### config.mk
export PLATFORM = sky130hd
export DESIGN_NAME = dsps_device_flat
export DESIGN_NICKNAME = d
export VERILOG_FILES = /design/src/pkg/dsps_pkg.sv /design/src/pkg/dsps_if.sv /design/src/hdl/dsps_device.sv /design/src/flat_wrapper.sv
export VERILOG_INCLUDE_DIRS = /design/src /design/src/pkg
export SDC_FILE = /design/constraint.sdc
export NUM_CORES = 1
export LEC_CHECK = 0
export ABC_AREA = 0
export BUFFER_PORTS_ARGS = -buffer_cell sky130_fd_sc_hd__buf_2
export CORE_UTILIZATION = 30
export CTS_CLUSTER_SIZE = 24
export DETAILED_ROUTE_END_ITERATION = 12
export PLACE_DENSITY_LB_ADDON = 0.2
export REMOVE_ABC_BUFFERS = 1
export SLEW_MARGIN = 10
export SYNTH_ARGS = -nofsm -noshare
export SYNTH_HDL_FRONTEND = slang
export SYNTH_SLANG_ARGS = --single-unit
### constraint.sdc
create_clock -name i_clk -period 2.83 [get_ports i_clk]
set_input_delay 0.4245 -clock i_clk [delete_from_list [all_inputs] [get_ports i_clk]]
set_output_delay 0.4245 -clock i_clk [all_outputs]
set_load 0.01 [all_outputs]
### src/pkg/dsps_map.svh
// offsets, field positions, reset values and timing counts of the sweep link
`ifndef DSPS_MAP_SVH
`define DSPS_MAP_SVH

// serial word layout
`define DSPS_WORD_W        16
`define DSPS_ADDR_W        4
`define DSPS_DATA_W        12
`define DSPS_BITCNT_LAST   5'h0F

// device register addresses carried in the word
`define DSPS_A_CTRL        4'h0
`define DSPS_A_START_LO    4'h1
`define DSPS_A_START_HI    4'h2
`define DSPS_A_DELTA_LO    4'h3
`define DSPS_A_DELTA_HI    4'h4
`define DSPS_A_NINCR       4'h5
`define DSPS_A_TINT        4'h6

// device control word fields
`define DSPS_C_TRIANGLE    0
`define DSPS_C_EXT_INCR    1
`define DSPS_C_STATUS_SEL  2
`define DSPS_C_STATUS_EN   3
`define DSPS_C_SIGN_EN     4
`define DSPS_C_BURST       5
`define DSPS_CTRL_RST      12'h000

// frequency and dac widths
`define DSPS_FREQ_W        24
`define DSPS_DAC_W         10
`define DSPS_DAC_MID       10'h200

// host register byte offsets on apb
`define DSPS_R_TXDATA      12'h000
`define DSPS_R_STATUS      12'h004
`define DSPS_R_PINS        12'h008
`define DSPS_R_OBSERVE     12'h00C
`define DSPS_PIN_CTRL      0
`define DSPS_PIN_ABORT     1
`define DSPS_PIN_STANDBY   2

// serial clock half period
`define DSPS_CLK_NS        5
`define DSPS_SCLK_HALF_NS  40
`define DSPS_SCLK_HALF_CYC ((`DSPS_SCLK_HALF_NS + `DSPS_CLK_NS - 1) / `DSPS_CLK_NS)

`endif

### src/pkg/dsps_pkg.sv
// types shared by both ends of the sweep link
package dsps_pkg;
  typedef enum logic [0:0] {DSPS_DEV_IDLE, DSPS_DEV_RUN}                 dsps_dev_state_e;
  typedef enum logic [2:0] {DSPS_TX_IDLE, DSPS_TX_LEAD, DSPS_TX_LOW,
                            DSPS_TX_HIGH, DSPS_TX_TRAIL}                  dsps_tx_state_e;
endpackage : dsps_pkg

### src/pkg/dsps_if.sv
// pin bundle between the host controller and the sweep device
interface dsps_if;
  logic word_frame_n;
  logic sclk;
  logic serial_data_in;
  logic sweep_ctrl;
  logic sweep_abort;
  logic standby;
  logic sweep_status_out;
  logic sign_bit_out;

  modport host (output word_frame_n, output sclk, output serial_data_in,
                output sweep_ctrl, output sweep_abort, output standby,
                input sweep_status_out, input sign_bit_out);
  modport device (input word_frame_n, input sclk, input serial_data_in,
                  input sweep_ctrl, input sweep_abort, input standby,
                  output sweep_status_out, output sign_bit_out);
endinterface : dsps_if

### src/hdl/dsps_device.sv
// device end: serial word loader, sweep engine and status outputs
`include "dsps_map.svh"

// Operation
// 16-bit word, address first, data msb first
// sample data on each falling serial clock
// frame low starts loading a fresh word
// control rise initialises and starts sweep
// auto mode: one pulse runs whole sweep
// external mode: one step per pulse
// abort rise resets sweep state machines
// after abort dac sits at midscale
// status shows end of sweep or increments
// status output only when enabled
// sign output is inverted dac msb
// sign output only when enabled
// standby high stops the core clock
// host resets device before standby; the host here only drives standby from pins bit 2, with no reset before it
// output frequency is fraction of clock
// external step interval follows control rises
// burst: output while high, midscale while low
// sweep repeats, saw or triangle form
// control and abort pass two-stage synchroniser
// partial word discarded on early frame end
module dsps_device #(
  parameter int FREQ_W = `DSPS_FREQ_W,
  parameter int DAC_W  = `DSPS_DAC_W
) (
  input  wire logic              i_clk,
  input  wire logic              i_rst,
  dsps_if.device                 link,
  output logic [DAC_W-1:0]       o_dac_data,
  output logic [FREQ_W-1:0]      o_freq_word,
  output logic                   o_sweeping
);

  localparam logic [DAC_W-1:0] MID = DAC_W'(`DSPS_DAC_MID);

  dsps_pkg::dsps_dev_state_e state_r;
  logic [1:0]        frm_q;
  logic [1:0]        sck_q;
  logic [1:0]        sdi_q;
  logic [1:0]        ctl_q;
  logic [1:0]        abt_q;
  logic [1:0]        stb_q;
  logic              sck_d;
  logic              ctl_d;
  logic              abt_d;
  logic [4:0]        bit_r;
  logic [15:0]       shift_r;
  logic              wr_stb_r;
  logic [15:0]       wr_word_r;
  logic [11:0]       ctrl_r;
  logic [23:0]       start_r;
  logic [23:0]       delta_r;
  logic [11:0]       nincr_r;
  logic [11:0]       tint_r;
  logic [11:0]       cnt_r;
  logic [11:0]       tcnt_r;
  logic              up_r;
  logic [FREQ_W-1:0] freq_r;
  logic [FREQ_W-1:0] phase_r;
  logic              eos_r;
  logic              incr_r;
  logic              status_r;
  logic              sign_r;
  logic              sck_fall;
  logic              ctl_rise;
  logic              abt_rise;
  logic              core_on;
  logic              step;
  logic              burst_low;

  // two-stage synchronisers, edges taken from the second stage only
  always_ff @(posedge i_clk) begin
    if (i_rst) begin
      frm_q <= 2'h3;
      sck_q <= 2'h3;
      sdi_q <= 2'h0;
      ctl_q <= 2'h0;
      abt_q <= 2'h0;
      stb_q <= 2'h0;
      sck_d <= 1'b1;
      ctl_d <= 1'b0;
      abt_d <= 1'b0;
    end else begin
      frm_q <= {frm_q[0], link.word_frame_n};
      sck_q <= {sck_q[0], link.sclk};
      sdi_q <= {sdi_q[0], link.serial_data_in};
      ctl_q <= {ctl_q[0], link.sweep_ctrl};
      abt_q <= {abt_q[0], link.sweep_abort};
      stb_q <= {stb_q[0], link.standby};
      sck_d <= sck_q[1];
      ctl_d <= ctl_q[1];
      abt_d <= abt_q[1];
    end
  end

  // edge events and core clock gate model
  assign sck_fall  = sck_d & ~sck_q[1];
  assign ctl_rise  = ctl_q[1] & ~ctl_d;
  assign abt_rise  = abt_q[1] & ~abt_d;
  assign core_on   = ~stb_q[1];
  assign burst_low = ctrl_r[`DSPS_C_BURST] & ~ctl_q[1];

  // serial loader, stays active in standby
  always_ff @(posedge i_clk) begin
    if (i_rst) begin
      bit_r     <= 5'h00;
      shift_r   <= 16'h0000;
      wr_stb_r  <= 1'b0;
      wr_word_r <= 16'h0000;
    end else begin
      wr_stb_r <= 1'b0;
      if (frm_q[1]) begin
        bit_r <= 5'h00;
      end else if (sck_fall) begin
        shift_r <= {shift_r[14:0], sdi_q[1]};
        if (bit_r == `DSPS_BITCNT_LAST) begin
          bit_r     <= 5'h00;
          wr_stb_r  <= 1'b1;
          wr_word_r <= {shift_r[14:0], sdi_q[1]};
        end else begin
          bit_r <= bit_r + 5'h01;
        end
      end
    end
  end

  // register file written from complete words
  always_ff @(posedge i_clk) begin
    if (i_rst) begin
      ctrl_r  <= `DSPS_CTRL_RST;
      start_r <= 24'h00_0000;
      delta_r <= 24'h00_0000;
      nincr_r <= 12'h000;
      tint_r  <= 12'h000;
    end else if (wr_stb_r) begin
      case (wr_word_r[15:12])
        `DSPS_A_CTRL:     ctrl_r          <= wr_word_r[11:0];
        `DSPS_A_START_LO: start_r[11:0]   <= wr_word_r[11:0];
        `DSPS_A_START_HI: start_r[23:12]  <= wr_word_r[11:0];
        `DSPS_A_DELTA_LO: delta_r[11:0]   <= wr_word_r[11:0];
        `DSPS_A_DELTA_HI: delta_r[23:12]  <= wr_word_r[11:0];
        `DSPS_A_NINCR:    nincr_r         <= wr_word_r[11:0];
        `DSPS_A_TINT:     tint_r          <= wr_word_r[11:0];
        default:          ctrl_r          <= ctrl_r;
      endcase
    end
  end

  // step source: interval timer in auto mode, control rises in external mode
  assign step = ctrl_r[`DSPS_C_EXT_INCR] ? ctl_rise : (tcnt_r == tint_r);

  // sweep state machine
  always_ff @(posedge i_clk) begin
    if (i_rst) begin
      state_r <= dsps_pkg::DSPS_DEV_IDLE;
      freq_r  <= '0;
      cnt_r   <= 12'h000;
      tcnt_r  <= 12'h000;
      up_r    <= 1'b1;
      eos_r   <= 1'b0;
      incr_r  <= 1'b0;
    end else if (core_on) begin
      eos_r  <= 1'b0;
      incr_r <= 1'b0;
      if (abt_rise) begin
        state_r <= dsps_pkg::DSPS_DEV_IDLE;
      end else begin
        case (state_r)
          dsps_pkg::DSPS_DEV_IDLE: begin
            if (ctl_rise) begin
              freq_r  <= start_r;
              cnt_r   <= 12'h000;
              tcnt_r  <= 12'h000;
              up_r    <= 1'b1;
              state_r <= dsps_pkg::DSPS_DEV_RUN;
            end
          end
          dsps_pkg::DSPS_DEV_RUN: begin
            tcnt_r <= (step || tcnt_r == tint_r) ? 12'h000 : tcnt_r + 12'h001;
            if (step) begin
              incr_r <= 1'b1;
              if (up_r && cnt_r != nincr_r) begin
                freq_r <= freq_r + delta_r;
                cnt_r  <= cnt_r + 12'h001;
              end else if (up_r && ctrl_r[`DSPS_C_TRIANGLE] && cnt_r != 12'h000) begin
                up_r   <= 1'b0;
                freq_r <= freq_r - delta_r;
                cnt_r  <= cnt_r - 12'h001;
              end else if (up_r) begin
                freq_r <= start_r;
                cnt_r  <= 12'h000;
                eos_r  <= 1'b1;
              end else if (cnt_r != 12'h000) begin
                freq_r <= freq_r - delta_r;
                cnt_r  <= cnt_r - 12'h001;
              end else begin
                up_r   <= 1'b1;
                freq_r <= freq_r + delta_r;
                cnt_r  <= cnt_r + 12'h001;
                eos_r  <= 1'b1;
              end
            end
          end
          default: state_r <= dsps_pkg::DSPS_DEV_IDLE;
        endcase
      end
    end
  end

  // phase accumulator, output rate is freq over two to the width
  always_ff @(posedge i_clk) begin
    if (i_rst) begin
      phase_r <= '0;
    end else if (core_on) begin
      if (state_r != dsps_pkg::DSPS_DEV_RUN || abt_rise || burst_low) begin
        phase_r <= '0;
      end else begin
        phase_r <= phase_r + freq_r;
      end
    end
  end

  // dac word, midscale when idle or burst gated low
  always_ff @(posedge i_clk) begin
    if (i_rst) begin
      o_dac_data <= MID;
    end else if (core_on) begin
      if (state_r != dsps_pkg::DSPS_DEV_RUN || abt_rise) begin
        o_dac_data <= MID;
      end else if (burst_low) begin
        o_dac_data <= MID;
      end else begin
        o_dac_data <= phase_r[FREQ_W-1 -: DAC_W];
      end
    end
  end

  // status and sign pins
  always_ff @(posedge i_clk) begin
    if (i_rst) begin
      status_r <= 1'b0;
      sign_r   <= 1'b0;
    end else if (core_on) begin
      status_r <= ctrl_r[`DSPS_C_STATUS_EN] &
                  (ctrl_r[`DSPS_C_STATUS_SEL] ? eos_r : incr_r);
      sign_r   <= ctrl_r[`DSPS_C_SIGN_EN] & ~o_dac_data[DAC_W-1];
    end
  end

  // user-side observation
  always_ff @(posedge i_clk) begin
    if (i_rst) begin
      o_freq_word <= '0;
      o_sweeping  <= 1'b0;
    end else begin
      o_freq_word <= freq_r;
      o_sweeping  <= state_r == dsps_pkg::DSPS_DEV_RUN;
    end
  end

  assign link.sweep_status_out = status_r;
  assign link.sign_bit_out     = sign_r;

endmodule : dsps_device

### src/flat_wrapper.sv
// flat-port wrapper written by rule: the top's interface ports become plain ports
module dsps_device_flat 
#(
  parameter int FREQ_W = `DSPS_FREQ_W,
  parameter int DAC_W  = `DSPS_DAC_W
)
  (i_clk, i_rst, o_dac_data, o_freq_word, o_sweeping, link_word_frame_n, link_sclk, link_serial_data_in, link_sweep_ctrl, link_sweep_abort, link_standby, link_sweep_status_out, link_sign_bit_out);
  dsps_if link_i ();
  input  wire logic i_clk;
  input  wire logic i_rst;
  output logic [DAC_W-1:0] o_dac_data;
  output logic [FREQ_W-1:0] o_freq_word;
  output logic o_sweeping;
  input wire logic [$bits(link_i.word_frame_n)-1:0] link_word_frame_n;
  input wire logic [$bits(link_i.sclk)-1:0] link_sclk;
  input wire logic [$bits(link_i.serial_data_in)-1:0] link_serial_data_in;
  input wire logic [$bits(link_i.sweep_ctrl)-1:0] link_sweep_ctrl;
  input wire logic [$bits(link_i.sweep_abort)-1:0] link_sweep_abort;
  input wire logic [$bits(link_i.standby)-1:0] link_standby;
  output wire logic [$bits(link_i.sweep_status_out)-1:0] link_sweep_status_out;
  output wire logic [$bits(link_i.sign_bit_out)-1:0] link_sign_bit_out;
  assign link_i.word_frame_n = link_word_frame_n;
  assign link_i.sclk = link_sclk;
  assign link_i.serial_data_in = link_serial_data_in;
  assign link_i.sweep_ctrl = link_sweep_ctrl;
  assign link_i.sweep_abort = link_sweep_abort;
  assign link_i.standby = link_standby;
  assign link_sweep_status_out = link_i.sweep_status_out;
  assign link_sign_bit_out = link_i.sign_bit_out;
  dsps_device #(.FREQ_W(FREQ_W), .DAC_W(DAC_W)) u_core (.i_clk(i_clk), .i_rst(i_rst), .link(link_i), .o_dac_data(o_dac_data), .o_freq_word(o_freq_word), .o_sweeping(o_sweeping));
endmodule
==> flow_summary_export.csv <==
group,metric,value,unit
synthesis,synth_cells,1636,
finish,final_cells,2397,
die,rows,76,
global_route,grt_pass1_wl,65810,µm
die,dieArea,0.04488,mm²
hold_path,hp-class,"in -> reg",
outcome,violations,"setup timing",
cts,cts_tree,"built",
route,viasPerCell,5.091,
pwr,p_total,8784,µW
pwr,p_switching,2214,µW
critical_path,cp_cell_sequence,"ha_4, inv_2, fa_2, nor2_4, o311a_1, o21ba_4, o311ai_4, buf_6, a21oi_4, nor3_4, a2111oi_2, or4_4, o211ai_2",
cts,numCtsBuffers,30,
placement,placed_cell_area,0.01505,mm²
die,io_pins,45,
synthesis,synth_top_area_share,36.82,%
synthesis,synth.avg_cell_area,8.075,µm²
pwr,switching_share,25.21,%
finish,antenna_cells,0,
synthesis,ys_warn_count,0,
synthesis,synth-edff-count,0,
route,wl,41890,µm
placement,gp_congestion,0.9339,
pwr,pwr-share-clk,47.5,%
sta,rsz0062_at_grt,"true",
sta,hold_violations,0,
critical_path,crit_fanout,4,
finish,fin_nets,1872,
synthesis,synth_area,0.01321,mm²
pwr,ir_drop,0.0003886,V
pwr,p_seq_share,39.7,%
cts,cts_sinks,243,
synthesis,synth-seq-cells,243,
critical_path,r2r_start,"u_core.delta_r[0]",
die,fp.dieH,211.9,µm
sta,fin_ws,-55.20,ps
sta,period_needed,2885,ps
placement,hpwl,29500,µm
die,die_w,211.9,µm
critical_path,end_kind,"flop",
sta,setup_viol,1,
route,first_iter_violations,789,
die,core,0.04327,mm²
sta,relSlewSlack,31.13,%
critical_path,worst_ep_required_time,3330,ps
pwr,p_leak,0.006702,µW
pwr,power_density,524.7,mW/mm²
route,drcViolationCount,0,
synthesis,ys_seq_area_share,36.82,%
critical_path,reg2reg_depth,13,
critical_path,critical_path_arrival,3380,ps
critical_path,crit_path_max_incr_delay,490,ps
synthesis,synthTopCellsByArea,"dfxtp_1 37%, ha_1 6.9%, a21oi_1 6.0%",
finish,drive_above_1_share,20.53,%
synthesis,synth_ff_type,"dfxtp_1",
run,maxCapViolCount,0,
cts,clk_latency,590,ps
critical_path,r2r_end,"u_core.freq_r[22]",
cts,cts_max_level,1,
critical_path,cp-start-kind,"flop",
global_route,gr-usage-all-layers,18.68,%
finish,n_fill_cell,4440,
route,num_vias,12200,
sta,fmax,346.6,MHz
sta,finalMaxSlewViolations,0,
cts,root_buffer,"clkbuf_16",
placement,port_buffers,44,
critical_path,crit_type,"reg -> reg",
sta,fin_setup_tns,-55.20,ps
sta,finClkSkew,21.96,ps
critical_path,crit_path_end,"u_core.freq_r[22]",
placement,dp_cells,2325,
synthesis,async_flop_share,0,%
global_route,antenna_found_initial,0,
finish,area_delta_synth_final,26.73,%
critical_path,worst_path_max_delay_cell,"or4_4",
synthesis,synth_largest_area_cell,"dfxtp_1",
route,ant_nets,0,
outcome,status,"finished with violations",
route,post_drt_wl_per_cell,17.47,µm
cts,cts_buffer_depth,3,
sta,tightest_slew,1025,ps
die,initial_core_util,30.53,%
global_route,gr-total-overflow,0,
pwr,intPower,6570,µW
pwr,p_comb_share,12.8,%
global_route,grt_pass1_vias,11910,
sta,final.period_utilization,102.0,%
cts,clk_pin_slew,60,ps
global_route,grt_max_degree,86,
critical_path,r2r_slack,-60,ps
finish,design_area,0.01674,mm²
route,firstDrtPassIters,5,
synthesis,synth_cell_types,85,
critical_path,startpoint,"u_core.delta_r[0]",
per-stage QoR:
step                hold WS, ps  util [%]  worst slack [ps]
floorplan                 389.5         -            -389.0
detailed placement        395.9     34.77            -235.0
global placement          392.4     34.77            -222.6
CTS                       4.939     37.98            -63.96
finish                    33.80     38.70            -55.20
global route              14.66     38.70            -147.4
per-layer routing:
metal | global-route usage, % | share of wire (%) | wire (µm) | vias up
met2 | 29.97 | 44 | 18450 | 291
met3 | 2.448 | 4.6 | 1941 | 72
met5 | 0 | 0 | 0 | -
met4 | 6.047 | 3.2 | 1355 | 0
li1 | - | - | - | 6095
met1 | 25.74 | 48 | 20140 | 5745
power groups by stage:
stage	clock, µW	sequential, µW	combinational (µW)
2_1_floorplan	0	3580	512
3_5_place_dp	0	3560	993
4_1_cts	4310	3490	1060
6_report	4170	3490	1120
3_3_place_gp	0	3560	992
5_1_grt	4430	3490	1210
synth_stat cells (39+ instances only):
master and number:
inv_1 67, clkbuf_1 78, ha_1 73, dfxtp_1 243
nand2_1 211, o21ai_0 58, nand3_1 39, nor2b_1 42
mux2i_1 45, nor2_1 175, a21oi_1 159
what timing repair did:
item,CTS,global route
buffers inserted,9,7
hold endpoints to repair,1,0
pin swaps,22,36
hold buffers,1,0
setup endpoints to repair,11,17
resized for setup,50,53
cells by family (layout without fill, tap and decap cells):
| group | after synthesis | in the layout | share of synthesized area, % |
|---|---|---|---|
| compound gates | 432 | 432 | 21.68 |
| flops | 243 | 243 | 36.82 |
| mux | 47 | 47 | 3.580 |
| xor+xnor | 63 | 63 | 4.177 |
| fa+ha+maj | 76 | 76 | 7.368 |
| buf+inv | 166 | 342 | 4.981 |
| simple gates | 609 | 609 | 21.39 |
layout make-up:
type | instances | area [µm²] | share of cell area, %
clock inverter | 16 | 261.5 | 1.562
tap | 585 | 732.0 | 4.372
sequential | 243 | 4877 | 29.13
inverter | 68 | 255.2 | 1.525
timing repair buffer | 218 | 1613 | 9.633
clock buffer | 40 | 828.3 | 4.947
multi-input combinational | 1227 | 8175 | 48.83
how the worst min path moves through the flow:
| stage | start | end | cells past startpoint |
|---|---|---|---|
| after floorplan | u_core.frm_q[0] | u_core.frm_q[1] | 1 |
| after global placement | u_core.frm_q[0] | u_core.frm_q[1] | 1 |
| after detailed placement | u_core.sck_q[0] | u_core.sck_q[1] | 1 |
| after CTS | link_sclk | u_core.sck_q[0] | 2 |
| after global routing | link_sclk | u_core.sck_q[0] | 2 |
| final | link_sclk | u_core.sck_q[0] | 2 |
cell usage in the layout, fill, tap and decap left out, types with 33 or more instances in the layout:
cell type	instances
a21oi_1	153
buf_2	43
buf_4	164
dfxtp_1	237
ha_1	58
inv_1	63
mux2i_1	45
nand2_1	211
nand3_1	39
nor2_1	171
nor2b_1	41
o21ai_0	50
xnor2_1	33
registers in the layout (all words and copies together), names as in the netlist, 10 cells and up:
name	cells
u_core.delta_r	24
u_core.o_dac_data	10
u_core.freq_r	24
u_core.cnt_r	12
u_core.tcnt_r	12
u_core.shift_r	15
u_core.o_freq_word	24
u_core.start_r	24
u_core.phase_r	24
u_core.nincr_r	12
u_core.wr_word_r	16
u_core.tint_r	12
worst max-delay path: cells and delay by family (launching register included):
kind | cells | cell delay [ps]
and+or+nand+nor | 3 | 760
AOI/OAI and AO/OA | 6 | 1100
adders and majority gates | 2 | 380
DFF | 1 | 370
buffers and inverters | 2 | 210
Note: power is estimated with default switching activity, not from simulation.
